==> src/design/rbctl_regs.vh <==
`ifndef RBCTL_REGS_VH
`define RBCTL_REGS_VH
`define RBCTL_ADDR 8'h70
`define RBCTL_RESET 8'h00
`define RBCTL_MODE_RESET 2'h0
`define RBCTL_RTR_RESET 1'b0
`define RBCTL_HIT_RESET 3'h0
`define RBCTL_MODE_HI 6
`define RBCTL_MODE_LO 5
`define RBCTL_RTR_BIT 3
`define RBCTL_HIT_HI 2
`define RBCTL_HIT_LO 0
`define RBCTL_MODE_ANY 2'h3
`define RBCTL_MODE_EXT 2'h2
`define RBCTL_MODE_STD 2'h1
`define RBCTL_MODE_ALL 2'h0
`define RBCTL_HIT_F0 3'h0
`define RBCTL_HIT_F1 3'h1
`define RBCTL_HIT_F4 3'h4
`define RBCTL_HIT_F5 3'h5
`endif

==> src/design/rbctl_buffer_one_control.v <==
`timescale 1ns/1ps
`include "rbctl_regs.vh"
module rbctl_buffer_one_control
(
    input wire clk,
    input wire rst_n,
    input wire [7:0] reg_addr,
    input wire reg_wr,
    input wire reg_rd,
    input wire [7:0] reg_wdata,
    output reg [7:0] reg_rdata,
    input wire msg_valid,
    input wire msg_extended,
    input wire msg_remote,
    input wire msg_filter_hit,
    input wire [2:0] msg_filter_index,
    input wire rollover_enable,
    input wire buffer_zero_full,
    input wire buffer_one_free,
    output reg load_buffer_one,
    output reg load_rollover
);
    // Field widths of the register.
    localparam MODE_W = 2;
    localparam HIT_W = 3;

    // Stored fields of the register and their next values.
    reg [MODE_W-1:0] mode_r;
    reg [MODE_W-1:0] mode_nxt;
    reg rtr_r;
    reg rtr_nxt;
    reg [HIT_W-1:0] hit_r;
    reg [HIT_W-1:0] hit_nxt;

    // Next values of the registered outputs.
    reg [7:0] rdata_nxt;
    reg load_one_nxt;
    reg load_roll_nxt;

    // Decisions about the message offered in this cycle.
    reg accept;
    reg from_zero;
    reg roll_ok;
    reg route_one;

    // Register bus decode and the assembled read value.
    wire sel;
    wire wr_hit;
    wire [7:0] status;

    // Tells whether the mode field lets a message in.
    // Buffer space and rollover are judged separately.
    function mode_accepts;
        input [1:0] mode;
        input valid;
        input hit;
        input ext;
        begin
            case (mode)
                `RBCTL_MODE_ANY:
                begin
                    mode_accepts = valid;
                end
                `RBCTL_MODE_EXT:
                begin
                    mode_accepts = valid & hit & ext;
                end
                `RBCTL_MODE_STD:
                begin
                    mode_accepts = valid & hit & ~ext;
                end
                default:
                begin
                    mode_accepts = valid & hit;
                end
            endcase
        end
    endfunction

    // Tells whether a filter index belongs to the first buffer's filters.
    // Such a message can only reach this buffer by rollover.
    function is_zero_filter;
        input [2:0] index;
        begin
            is_zero_filter = (index == `RBCTL_HIT_F0) ||
                             (index == `RBCTL_HIT_F1);
        end
    endfunction

    assign sel = (reg_addr == `RBCTL_ADDR);

    // A write only counts when it is aimed at this register.
    assign wr_hit = reg_wr & sel;

    assign status = {1'b0, mode_r, 1'b0, rtr_r, hit_r};

    always @*
    begin
        accept = mode_accepts(mode_r, msg_valid, msg_filter_hit,
                              msg_extended);

        from_zero = is_zero_filter(msg_filter_index);

        roll_ok = rollover_enable & buffer_zero_full;

        // filters 0 and 1 only by rollover.
        if (from_zero)
        begin
            route_one = accept & roll_ok;
        end
        else
        begin
            route_one = accept;
        end

        // A full buffer drops the message rather than overwriting it.
        route_one = route_one & buffer_one_free;
    end

    always @*
    begin
        mode_nxt = mode_r;
        rtr_nxt = rtr_r;
        hit_nxt = hit_r;
        rdata_nxt = reg_rdata;

        if (wr_hit)
        begin
            mode_nxt = reg_wdata[`RBCTL_MODE_HI:`RBCTL_MODE_LO];
        end

        // The read value is captured once and held until the next read.
        if (reg_rd)
        begin
            if (sel)
            begin
                rdata_nxt = status;
            end
            else
            begin
                rdata_nxt = 8'h00;
            end
        end

        if (route_one)
        begin
            rtr_nxt = msg_remote;
            hit_nxt = msg_filter_index;
        end

        // Both load strobes are registered, so each lags route_one by one cycle.
        load_one_nxt = route_one;
        load_roll_nxt = route_one & from_zero;
    end

    // Register fields.
    always @(posedge clk or negedge rst_n)
    begin
        if (!rst_n)
        begin
            mode_r <= `RBCTL_MODE_RESET;
            rtr_r <= `RBCTL_RTR_RESET;
            hit_r <= `RBCTL_HIT_RESET;
        end
        else
        begin
            mode_r <= mode_nxt;
            rtr_r <= rtr_nxt;
            hit_r <= hit_nxt;
        end
    end

    // Read data port.
    always @(posedge clk or negedge rst_n)
    begin
        if (!rst_n)
        begin
            reg_rdata <= `RBCTL_RESET;
        end
        else
        begin
            reg_rdata <= rdata_nxt;
        end
    end

    // Load strobes towards the message store.
    always @(posedge clk or negedge rst_n)
    begin
        if (!rst_n)
        begin
            load_buffer_one <= 1'b0;
            load_rollover <= 1'b0;
        end
        else
        begin
            load_buffer_one <= load_one_nxt;
            load_rollover <= load_roll_nxt;
        end
    end

    // The message store itself lies outside this block.
    // This block only decides whether buffer one takes the message.
    // Its status fields then describe the message that was taken.
    // A message that is refused leaves every field untouched.
    // The host sees the result on its next read of the register.
endmodule // rbctl_buffer_one_control

==> config.mk <==
export PLATFORM = sky130hd
export DESIGN_NAME = rbctl_buffer_one_control
export DESIGN_NICKNAME = d
export VERILOG_FILES = /design/src/design/rbctl_buffer_one_control.v
export VERILOG_INCLUDE_DIRS = /design/src /design/src/design
export SDC_FILE = /design/constraint.sdc
export NUM_CORES = 1
export LEC_CHECK = 0
export BUFFER_PORTS_ARGS = -buffer_cell sky130_fd_sc_hd__buf_4
export CORE_UTILIZATION = 37
export DETAILED_ROUTE_END_ITERATION = 10
export PLACE_DENSITY = 0.74
export SLEW_MARGIN = 20
export SYNTH_ARGS = -nofsm -noshare
export SYNTH_HDL_FRONTEND = slang
export SYNTH_SLANG_ARGS = --single-unit
==> constraint.sdc <==
create_clock -name clk -period 1.6 [get_ports clk]
set_input_delay 0.16 -clock clk [delete_from_list [all_inputs] [get_ports clk]]
set_output_delay 0.16 -clock clk [all_outputs]
set_load 0.03 [all_outputs]
==> Word level (Yosys, flattened, before mapping) <==
Index checks and enable logic that the tools add are counted.
{ "op_classes": {"n_eq_ne": 5, "mux": 3, "n_bitwise": 9, "reduce_logical": 2} }
{ "ops": {"columns": ["operator", "n"], "rows": [
  ["$and 1x1->1", 8],
  ["$eq 8x7->1 const B", 1],
  ["$mux 7", 1],
  ["$eq 2x2->1 const B", 2],
  ["$eq 3x1->1 const B", 1],
  ["$logic_not 3->1", 1],
  ["$pmux 1 s3", 1],
  ["$eq 2x1->1 const B", 1],
  ["$logic_or 1x1->1", 1],
  ["$mux 1", 1],
  ["$not 1->1", 1]
]} }
{ "totals": {"reg_bits": 16, "in_bits": 30, "word_cells": 25} }

==> Depth between registers and ports, before layout <==
Gate-level depths: netlist of run 1.
{ "logic_depth": {"depth_word": 7, "depth_mapped": 6, "depth_no_buf": 6} }

==> Worst setup path after synthesis of run 1 <==
OpenSTA, ideal clock, no wires.
{ "synth_timing": {"kind": "register to register", "from": "reg mode_r[0] (netlist: mode_accepts.mode[0])", "to": "reg hit_r[0]", "setup_ps": 125, "arrival_time_ps": 1406, "slack_ps": 70, "stages_incl_launch_ff": 6, "path_buffers": 0, "path_cell_list": "dfrtp_1 ha_1 xnor2_1 o21ai_0 nand4_1 mux2_2"} }
{ "synth_between": {"elab_chain_len": 5, "word_cells_on_any_way": 7, "cone_classes": "eq/ne (3); mux (2); bitwise (2)"} }
{ "synth_rtl": {"columns": ["item", "line_no", "rtl"], "rows": [
  ["start: declaration", "rbctl_buffer_one_control.v:28", "reg [MODE_W-1:0] mode_r;"],
  ["start signal: assignment", "rbctl_buffer_one_control.v:161", "mode_r <= `RBCTL_MODE_RESET;"],
  ["start signal: assignment", "rbctl_buffer_one_control.v:167", "mode_r <= mode_nxt;"],
  ["$eq 2x1->1 or $eq 2x2->1 (tied branches)", "rbctl_buffer_one_control.v:59", "case (mode)"],
  ["$pmux 1 s3 *", "rbctl_buffer_one_control.v:59", null],
  ["$and 1x1->1", "rbctl_buffer_one_control.v:109", "route_one = accept & roll_ok;"],
  ["$mux 1 *", "rbctl_buffer_one_control.v:107", "if (from_zero)"],
  ["$and 1x1->1 *", "rbctl_buffer_one_control.v:117", "route_one = route_one & buffer_one_free;"],
  ["end signal: assignment", "rbctl_buffer_one_control.v:163", "hit_r <= `RBCTL_HIT_RESET;"],
  ["end signal: assignment", "rbctl_buffer_one_control.v:169", "hit_r <= hit_nxt;"],
  ["end: declaration", "rbctl_buffer_one_control.v:32", "reg [HIT_W-1:0] hit_r;"]
]} }
Mark *: on every way between the ends. The rest lies on a longest branch, timed or not.
A chain may end at the register's enable or synchronous reset.

==> Worst setup path after layout of run 1 <==
{ "layout_timing": {"from": "reg mode_r[1] (netlist: mode_accepts.mode[1])", "to": "reg hit_r[2]"} }
Same word-level chain as after synthesis.

==> parameters.txt, run 1 <==
Parameter                              Value

Logic synthesis
  Count of unique library cells instantiated by Yosys ... 20
  Fraction of the mapped netlist area in compound gates ... 7.455%
  Synth Area in Adders ... 5.455%
  Xor and xnor area share after synthesis ... 1.273%
  FF+latch count, synth ... 14
  Syn Inst Count ... 60
  Cell area after synthesis ... 688.2 um2
  Syn. warnings ... 0
  Post-synthesis average cell area ... 11.47 um2
  Synth Area in Simple Gates ... 13.82%
  Mux share of post-synthesis cell area ... 12.36%
  Portion of the post-synthesis area used by sequential elements ... 50.91%
  Combinational family with the most area after synthesis ... simple AND/OR/NAND/NOR gates

Worst setup path
  Required time reported for the critical path endpoint ... 1.76 ns
  Path depth of the worst reg2reg path ... 7
  Arrival @ worst endpoint ... 1.77 ns
  Critical path start-end classification ... reg -> reg
  Crit path launch type ... flop
  Crit path max fanout ... 6
  Nature of the critical path endpoint ... flop

Placement
  Port Buffer Count ... 31
  Final RePlAce weighted congestion ... 0.6607
  Final HPWL DP ... 1059 um
  Pre-CTS WS ... -0.05605 ns

Finish
  Final-layout fill cell count ... 159
  Fraction of final layout cells with drive strength greater than 1 ... 56.12%
  Synthesis-to-finish area growth ... 52.18%
  Post-layout nets ... 133
  Ant diodes ... 0

Global route
  Met3 layer usage reported by global route ... 2.800%
  Highest-utilization routing layer at the global route stage ... met2
  Met1 Track Usage GR ... 17.51%
  GRT Residual Overflow ... 0
  Met2 layer usage reported by global route ... 26.09%
  First-pass GRT wire length ... 2180 um
  Largest net degree at the start of global routing ... 15
  Overall global routing resource usage ... 15.22%
  Via count of the first global-routing pass ... 570
  Initial antenna violation count ... 0

Die
  X dimension of the die ... 45.13 um
  Die Outline Area ... 0.002036 mm2
  Number of cell rows ... 15
  Die Ht ... 45.13 um
  Core Box Area ... 0.001727 mm2
  Initial core utilization ... 39.86%
  Num ports ... 40

Detailed routing
  Sum of routed wire length over all layers ... 1406 um
  Iter 0 DRT Violations ... 8
  1st-pass router iterations ... 4
  Vias per std cell ... 4.537
  Post-detailed-route count of antenna-violating nets ... 0
  DR DRC count ... 0
  Routed wire per std cell ... 11.43 um
  Total number of vias ... 558

Timing
  PnR worst setup slack ... -0.002213 ns
  Number of setup violations in the final report ... 1
  Final Skew ... 0.003301 ns
  Maximum operating frequency ... 624.1 MHz
  Worst slack on hold paths ... 0.04951 ns
  Final Hold Vio Count ... 0
  Setup repair after global routing missed its margin ... yes
  Final Max Tran Viols ... 0
  Min Clock Period, post-route ... 1.602 ns
  Crit share post-route ... 100.1%

Outcome
  Violated checks ... negative setup slack
  Status ... complete, but fails checks

Pwr
  Maximum VDD drop ... 0.4906 mV
  Static power due to leakage ... 0.5358 nW
  Power per cell area ... 707.3 mW/mm2

Clock network
  Clock H-tree levels ... 1
  Worst skew pair latency ... 0.27 ns
  Clock tree from TritonCTS ... built
  Clock buffer count from CTS ... 3
  CTS Root Buffer Type ... sky130_fd_sc_hd__clkbuf_4
  Clock Path Buffers ... 2
  Clk pin slew, worst setup/hold paths ... 0.08 ns
  Clock Sinks ... 14

Flow run
  Total of max-cap violations ... 0

Hold path
  Hold Crit Class ... in -> reg
  Cell depth of the worst hold path ... 2
power breakdown:
group / internal (mW) / switching (mW)
sequential: 0.379 / 0.0160
clock: 0.0872 / 0.106
combinational: 0.0914 / 0.0609
total: 0.558 / 0.183
final cells by class:
class,count,area [um2],area share (%)
sequential,14,350.3,33.45
inverter,10,37.54,3.584
timing repair buffer,37,284.0,27.12
clock buffer,3,22.52,2.151
tap,25,31.28,2.987
multi-input combinational,34,321.6,30.70
registers in the layout (all words and copies together), names as in the netlist:
register	count
rtr_r	1
hit_r	3
reg_rdata	6
load_rollover	1
mode_accepts.mode	2
load_buffer_one	1
metal layers:
metal / part of all wire [%] / vias up
met3: 6.5 / 4
met1: 41 / 256
met2: 50 / 25
li1: - / 273
met4: 1.9 / 0
met5: 0 / -
repair_timing:
item,in CTS,in global routing
pin swaps,1,3
endpoints found under the hold margin,14,0
setup endpoints to repair,4,4
resized for setup,3,9
setup buffers,1,0
gates cloned,0,0
hold buffers,1,0
cell families after synthesis:
kind of cell / Yosys count
buffers and inverters: 13
other: 1
AO/OA/AOI/OAI: 8
AND/OR/NAND/NOR: 13
XOR/XNOR: 1
multiplexers: 7
adder cells (fa/ha/maj): 3
flip-flops: 14
Yosys cell counts:
master	count	area, um2
sky130_fd_sc_hd__mux2_2	4	45.04
sky130_fd_sc_hd__o21ai_0	1	5.000
sky130_fd_sc_hd__inv_1	10	37.54
sky130_fd_sc_hd__o22ai_1	6	37.54
sky130_fd_sc_hd__ha_1	3	37.54
sky130_fd_sc_hd__nor2_1	1	3.750
sky130_fd_sc_hd__nand4_1	1	6.260
sky130_fd_sc_hd__buf_4	2	15.01
sky130_fd_sc_hd__nand4_4	1	21.27
sky130_fd_sc_hd__clkbuf_1	1	3.750
sky130_fd_sc_hd__xnor2_1	1	8.760
sky130_fd_sc_hd__nor3_1	1	5.000
sky130_fd_sc_hd__nand2_1	7	26.28
sky130_fd_sc_hd__mux2_4	2	30.03
sky130_fd_sc_hd__a211o_1	1	8.760
sky130_fd_sc_hd__or2_4	1	8.760
sky130_fd_sc_hd__mux2i_1	1	10.01
sky130_fd_sc_hd__nor4b_4	1	23.77
sky130_fd_sc_hd__dfrtp_1	14	350.3
sky130_fd_sc_hd__conb_1	1	3.750
critical path: stages (launching register included):
cell and delay, ns:
sky130_fd_sc_hd__dfrtp_1 0.40, sky130_fd_sc_hd__inv_2 0.07, sky130_fd_sc_hd__ha_4 0.27, sky130_fd_sc_hd__nand2_2 0.05, sky130_fd_sc_hd__o21ai_2 0.14, sky130_fd_sc_hd__nand4_1 0.12, sky130_fd_sc_hd__buf_6 0.15, sky130_fd_sc_hd__mux2_4 0.30
layout by cell type (no fill, tap or decap), types with 2 or more instances in the layout:
cell,instances
sky130_fd_sc_hd__buf_4,35
sky130_fd_sc_hd__clkbuf_4,3
sky130_fd_sc_hd__conb_1,2
sky130_fd_sc_hd__dfrtp_1,14
sky130_fd_sc_hd__inv_1,8
sky130_fd_sc_hd__inv_2,2
sky130_fd_sc_hd__mux2_2,2
sky130_fd_sc_hd__mux2_4,4
sky130_fd_sc_hd__nand2_1,6
sky130_fd_sc_hd__o22ai_1,6
path summary, 6_finish.rpt:
kind | startpoint | to | slack (ns)
worst max-delay path | mode_accepts.mode[1] | hit_r[2] | -0.002
worst min-delay path | msg_filter_index[1] | load_rollover | 0.05
worst max register to register | mode_accepts.mode[1] | hit_r[2] | -0.002
worst min register to register | hit_r[0] | hit_r[0] | 0.51
max in group asynchronous | rst_n | reg_rdata[5] | 1.17
min in group asynchronous | rst_n | load_buffer_one | 0.26
metrics by stage:
step	cells	total power, mW	area, um2	utilization [%]	TNS (ns)
after floorplan	61	0.4614	691.9	-	0
after global placement	118	0.5253	967.2	56.01	0
after detailed placement	118	0.5321	967.2	56.01	-0.1989
after CTS	123	0.7380	1011	58.55	0
after global routing	123	0.7782	1047	60.65	-0.3525
final	123	0.7407	1047	60.65	-0.002213
Power figures use the tool's default switching activity.
==> run 2, diff against run 1 <==
BUFFER_PORTS_ARGS = unset   (was -buffer_cell sky130_fd_sc_hd__buf_4)
CORE_UTILIZATION = 50   (was 37)
DONT_BUFFER_PORTS = 1   (was unset)
PLACE_DENSITY = 0.67   (was 0.74)
clock period = 2.05 ns   (was 1.6 ns; I/O delays follow)
==> parameters.txt, run 2 (synthesized netlist as in run 1, its figures left out) <==
Parameter                              Value

Finish
  Most frequent standard cell in the layout excluding fill and tap cells ... sky130_fd_sc_hd__dfrtp_1
  Reg with most FFs ... reg_rdata
  Synthesis-to-finish area growth ... 10.18%
  Most frequent cells in the layout ... sky130_fd_sc_hd__dfrtp_1 (14), sky130_fd_sc_hd__inv_1 (10), sky130_fd_sc_hd__nand2_1 (7)
  Final-layout fill cell count ... 110 (-31%)
  Post-layout nets ... 99 (-26%)
  Non-filler instance count after layout ... 80 (-35%)
  Ant diodes ... 0 (unchanged)
  Max reg flops ... 6 (unchanged)
  Fraction of final layout cells with drive strength greater than 1 ... 20.00% (-36 points)

Pwr
  Portion of total power attributed to sequential cells ... 55.1% (+1.7 points)
  Combinational cell fraction of total power ... 10.0% (-11 points)
  Net switching power ... 127.1 uW (-30%)
  Fraction of power spent switching nets ... 22.62% (-2.1 points)
  Maximum VDD drop ... 0.3799 mV (-23%)
  Internal ... 434.8 uW (-22%)
  Power per cell area ... 741.0 mW/mm2 (+4.8%)
  Static power due to leakage ... 0.3540 nW (-34%)
  Tot Pwr ... 561.9 uW (-24%)
  Clock power share ... 34.9% (+8.8 points)

Detailed routing
  Routed wire per std cell ... 13.61 um (+19%)
  Sum of routed wire length over all layers ... 1089 um (-23%)
  1st-pass router iterations ... 7 (+3)
  Vias per std cell ... 5.438 (+20%)
  Post-detailed-route count of antenna-violating nets ... 0 (unchanged)
  Iter 0 DRT Violations ... 5 (-3)
  DR DRC count ... 2 (+2)
  Total number of vias ... 435 (-22%)

Worst setup path
  Arrival @ worst endpoint ... 1.89 ns (+0.12 ns)
  Worst setup endpoint ... hit_r[1]
  Nature of the critical path endpoint ... flop
  Crit path launch type ... flop
  Beginning of the worst register-to-register path ... mode_accepts.mode[1]
  Critical path start-end classification ... reg -> reg
  Crit-path cells ... inv_1 -> ha_1 -> xnor2_1 -> o21ai_0 -> nand4_1 -> mux2_2
  Register-to-register path setup slack ... 0.32 ns (+0.32 ns)
  Path depth of the worst reg2reg path ... 6 (-1)
  Stages on the worst setup path ... 6 (-1)
  Required time reported for the critical path endpoint ... 2.21 ns (+0.45 ns)
  Critical-path cell with the highest stage delay ... sky130_fd_sc_hd__dfrtp_1
  Launch point of the worst path ... mode_accepts.mode[1]
  Crit path max fanout ... 6 (unchanged)
  Family with the most delay on the worst path ... flip-flops
  Worst path buffer plus inverter count ... 1 (-1)
  Crit Reg-Reg Endpoint ... hit_r[1]
  Highest cell delay on the worst timing path ... 0.41 ns (about the same)

Die
  Num ports ... 40 (unchanged)
  X dimension of the die ... 39.10 um (-13%)
  Core Box Area ... 0.001285 mm2 (-26%)
  Number of cell rows ... 13 (-2)
  Die Outline Area ... 0.001529 mm2 (-25%)
  Initial core utilization ... 53.55% (+14 points)
  Die Ht ... 39.10 um (-13%)

Timing
  Final Max Tran Viols ... 0 (unchanged)
  Setup repair after global routing missed its margin ... no
  Crit share post-route ... 84.27% (-16 points)
  Final Hold Vio Count ... 0 (unchanged)
  Number of setup violations in the final report ... 0 (-1)
  Maximum operating frequency ... 578.9 MHz (-7.3%)
  Slew at the pin with the worst max-slew slack ... 0.6099 ns
  Max-slew headroom ... 59.21%
  Min Clock Period, post-route ... 1.728 ns (+0.1253 ns)
  PnR worst setup slack ... 0.3225 ns (+0.3247 ns)
  Setup Total Neg Slack ... 0 ns (+0.002213 ns)
  Final Skew ... 0.005393 ns (+0.002092 ns)

Clock network
  CTS Root Buffer Type ... sky130_fd_sc_hd__clkbuf_4
  Clock tree from TritonCTS ... built
  Clock Sinks ... 14 (unchanged)
  Clock H-tree levels ... 1 (unchanged)
  Post CTS Setup Buffer Count ... 0 (-1)
  Clk pin slew, worst setup/hold paths ... 0.09 ns (about the same)
  Clock Path Buffers ... 2 (unchanged)
  Number of gates resized after CTS ... 0 (-3)
  Worst skew pair latency ... 0.28 ns (about the same)
  Clock buffer count from CTS ... 3 (unchanged)

Placement
  Pre-CTS WS ... 0.3014 ns (+0.3575 ns)
  Final RePlAce weighted congestion ... 0.7410 (+12%)
  Port Buffer Count ... 0 (-100%)
  Final HPWL DP ... 841.6 um (-20%)
  Number of cells in the design after placement ... 73 (-38%)

Global route
  Via count of the first global-routing pass ... 436 (-24%)
  Largest net degree at the start of global routing ... 15 (unchanged)
  Initial antenna violation count ... 0 (unchanged)
  First-pass GRT wire length ... 1718 um (-21%)
  Overall global routing resource usage ... 17.23% (+2.0 points)
  GRT Residual Overflow ... 0 (unchanged)

Outcome
  Status ... complete, but fails checks
  Violated checks ... design-rule violations

Hold path
  Hold Crit Class ... in -> reg
  Cell depth of the worst hold path ... 1 (-1)

Flow run
  Total of max-cap violations ... 0 (unchanged)
-- run 2: power by group through the flow --
stage                     registers (mW)  logic (mW)  clock network [mW]
after floorplan                    0.312      0.0481                   0
after global placement             0.314      0.0452                   0
after detailed placement           0.315      0.0477                   0
after CTS                          0.310      0.0574               0.199
after global routing               0.313      0.0635               0.212
final                              0.310      0.0562               0.196
-- run 2: area by class of cell --
cell class	instances	area, um2	share of cell area [%]
Tap cell	15	18.77	2.475
Multi-Input combinational cell	34	285.3	37.62
Sequential cell	14	350.3	46.20
Clock buffer	4	36.28	4.785
Timing Repair Buffer	3	30.03	3.960
Inverter	10	37.54	4.950
-- run 2: worst min-delay path by stage --
stage	from	end	slack, ns
2_1_floorplan	rst_n	hit_r[0]	-0.09
3_3_place_gp	rst_n	reg_rdata[5]	-0.09
3_5_place_dp	rst_n	reg_rdata[2]	-0.09
4_1_cts	reg_rd	reg_rdata[5]	0.01
5_1_grt	reg_rd	reg_rdata[5]	0.01
6_report	reg_rd	reg_rdata[5]	0.01
-- run 2: through the flow --
step | hold slack [ns] | util (%) | area (um2)
global placement | -0.09034 | 53.85 | 691.9
CTS | 0.01025 | 59.01 | 758.2
global route | 0.01070 | 59.01 | 758.2
finish | 0.01486 | 59.01 | 758.2
detailed placement | -0.09034 | 53.85 | 691.9
floorplan | -0.09059 | - | 691.9
-- run 2: repair_timing --
action                     4_1_cts  5_1_grt
hold endpoints to repair        15        0
hold buffers                     3        0
setup endpoints to repair        0        0
-- run 2: layer usage --
layer,global-route usage [%],wire length (um),up-vias
li1,-,-,208
met1,20.00,416,202
met2,27.92,584,25
met3,4.624,88,0
met4,10.34,0,0
met5,0,0,-
==> run 3, diff against run 2 <==
clock period = 1.6 ns   (was 2.05 ns; I/O delays follow)
==> parameters.txt, run 3 (synthesized netlist as in run 1, its figures left out) <==
Parameter                              Value

Hold path
  Startpoint of the lowest-slack hold path ... reg_rd
  Hold Crit Class ... in -> reg
  Cell depth of the worst hold path ... 2 (+1)
  Worst Hold Path EP ... reg_rdata[0]

Finish
  Storage cell area ... 350.3 um2 (unchanged)
  Final-layout fill cell count ... 97 (-12%)
  Fraction of final layout cells with drive strength greater than 1 ... 31.94% (+12 points)
  Reg with most FFs ... reg_rdata
  Synthesis-to-finish area growth ... 23.45%
  Post-layout nets ... 106 (+7.1%)
  Most frequent standard cell in the layout excluding fill and tap cells ... sky130_fd_sc_hd__dfrtp_1
  Most frequent cells in the layout ... sky130_fd_sc_hd__dfrtp_1 (14), sky130_fd_sc_hd__inv_1 (10), sky130_fd_sc_hd__nand2_1 (7)
  Post-route design area ... 849.6 um2 (+12%)
  Non-filler instance count after layout ... 87 (+8.8%)
  Final core occ ... 66.11% (+7.1 points)
  Ant diodes ... 0 (unchanged)
  Max reg flops ... 6 (unchanged)
  Combined area of the multi-input logic cells ... 314.1 um2 (+10%)

Timing
  Setup repair after global routing missed its margin ... yes
  Final Max Tran Viols ... 0 (unchanged)
  Final Skew ... 0.002014 ns (-0.003379 ns)
  Crit share post-route ... 100.7% (+16 points)
  Slew at the pin with the worst max-slew slack ... 0.6274 ns (+0.01750 ns)
  Final Hold Vio Count ... 0 (unchanged)
  Min Clock Period, post-route ... 1.611 ns (-0.1163 ns)
  Setup Total Neg Slack ... -0.03384 ns (-0.03384 ns)
  Max-slew headroom ... 58.04% (-1.2 points)
  Maximum operating frequency ... 620.6 MHz (+7.2%)
  Number of setup violations in the final report ... 4 (+4)
  PnR worst setup slack ... -0.01124 ns (-0.3337 ns)
  Worst slack on hold paths ... 0.01599 ns (+0.001125 ns)

Placement
  Pre-CTS WS ... -0.05557 ns (-0.3570 ns)
  Number of cells in the design after placement ... 77 (+5.5%)
  Standard cell area after detailed placement ... 721.9 um2 (+4.3%)
  Port Buffer Count ... 0 (unchanged)
  Final HPWL DP ... 889.1 um (+5.6%)
  Final RePlAce weighted congestion ... 0.7328 (-1.1%)

Pwr
  Maximum VDD drop ... 0.5209 mV (+37%)
  Static power due to leakage ... 0.4080 nW (+15%)
  Tot Pwr ... 759.5 uW (+35%)
  Power per cell area ... 893.9 mW/mm2 (+21%)

Global route
  GRT Residual Overflow ... 0 (unchanged)
  Largest net degree at the start of global routing ... 15 (unchanged)
  First-pass GRT wire length ... 2028 um (+18%)
  Overall global routing resource usage ... 20.46% (+3.2 points)
  Initial antenna violation count ... 0 (unchanged)
  Via count of the first global-routing pass ... 507 (+16%)

Outcome
  Status ... complete, but fails checks
  Violated checks ... design-rule violations, negative setup slack

Die
  X dimension of the die ... 39.10 um (unchanged)
  Die Ht ... 39.10 um (unchanged)
  Initial core utilization ... 53.55% (unchanged)
  Core Box Area ... 0.001285 mm2 (unchanged)
  Number of cell rows ... 13 (unchanged)
  Num ports ... 40 (unchanged)
  Die Outline Area ... 0.001529 mm2 (unchanged)

Worst setup path
  Critical path start-end classification ... reg -> reg
  Arrival @ worst endpoint ... 1.78 ns (-0.11 ns)
  Register-to-register path setup slack ... -0.01 ns (-0.33 ns)
  Crit path max fanout ... 3 (-3)
  Path depth of the worst reg2reg path ... 7 (+1)
  Crit Reg-Reg Endpoint ... hit_r[0]
  Beginning of the worst register-to-register path ... mode_accepts.mode[0]
  Crit path launch type ... flop
  Nature of the critical path endpoint ... flop
  Required time reported for the critical path endpoint ... 1.76 ns (-0.45 ns)

Clock network
  Clock tree from TritonCTS ... built
  Clock Path Buffers ... 2 (unchanged)
  Worst skew pair latency ... 0.27 ns (about the same)
  CTS Root Buffer Type ... sky130_fd_sc_hd__clkbuf_4
  Clock Sinks ... 14 (unchanged)
  Clock H-tree levels ... 1 (unchanged)
  Clock buffer count from CTS ... 3 (unchanged)
  Clk pin slew, worst setup/hold paths ... 0.09 ns (about the same)

Detailed routing
  DR DRC count ... 2 (unchanged)
  Post-detailed-route count of antenna-violating nets ... 0 (unchanged)
  Sum of routed wire length over all layers ... 1329 um (+22%)
  1st-pass router iterations ... 6 (-1)
  Iter 0 DRT Violations ... 6 (+1)
  Uppermost layer routed ... met3
  Met3 wire len ... 78 um (-11%)
  Wire length on met1 ... 492 um (+18%)
  Routed wire per std cell ... 15.28 um (+12%)
  Met2 WL post-DR ... 759 um (+30%)
  Total number of vias ... 474 (+9.0%)
  Vias per std cell ... 5.448 (+0.20%)

Flow run
  Total of max-cap violations ... 0 (unchanged)
-- run 3: worst max-delay path, cell delays in order (launching register included) --
cell and delay, ns:
sky130_fd_sc_hd__dfrtp_1 0.41, sky130_fd_sc_hd__inv_1 0.06, sky130_fd_sc_hd__ha_1 0.27, sky130_fd_sc_hd__nand2_1 0.05
sky130_fd_sc_hd__o21ai_2 0.12, sky130_fd_sc_hd__nand4_1 0.12, sky130_fd_sc_hd__buf_4 0.18, sky130_fd_sc_hd__mux2_4 0.29
-- run 3: routing by layer --
layer  GRT usage, %  up-vias
met4          10.34        0
met1          22.02      229
li1               -      223
met3          4.046        0
met5              0        -
met2          37.08       22
-- run 3: layout make-up --
cell class | instances | share of cell area (%)
clock buffer | 4 | 4.271
tap | 15 | 2.209
multi-input combinational | 34 | 36.97
inverter | 10 | 4.418
sequential | 14 | 41.24
timing repair buffer | 10 | 10.90
-- run 3: how the worst max path moves through the flow --
stage	start	endpoint	slack, ns
6_report	mode_accepts.mode[0]	hit_r[0]	-0.01
5_1_grt	mode_accepts.mode[0]	hit_r[0]	-0.11
4_1_cts	mode_accepts.mode[0]	hit_r[1]	0.003
3_5_place_dp	mode_accepts.mode[0]	hit_r[1]	-0.06
3_3_place_gp	mode_accepts.mode[0]	rtr_r	-0.02
2_1_floorplan	mode_accepts.mode[0]	hit_r[0]	0.07
-- run 3: report_power, final --
group / internal [mW] / switching, mW / total (mW)
clock: 0.138 / 0.114 / 0.253
combinational: 0.0637 / 0.0445 / 0.108
sequential: 0.379 / 0.0192 / 0.399
total: 0.581 / 0.178 / 0.759
-- run 3: what timing repair did --
action / CTS / global route
gates cloned: 0 / 0
setup endpoints to repair: 4 / 5
setup buffers: 2 / 0
hold endpoints to repair: 21 / 0
hold buffers: 4 / 0
gates resized for setup: 9 / 2
pin swaps: 1 / 0
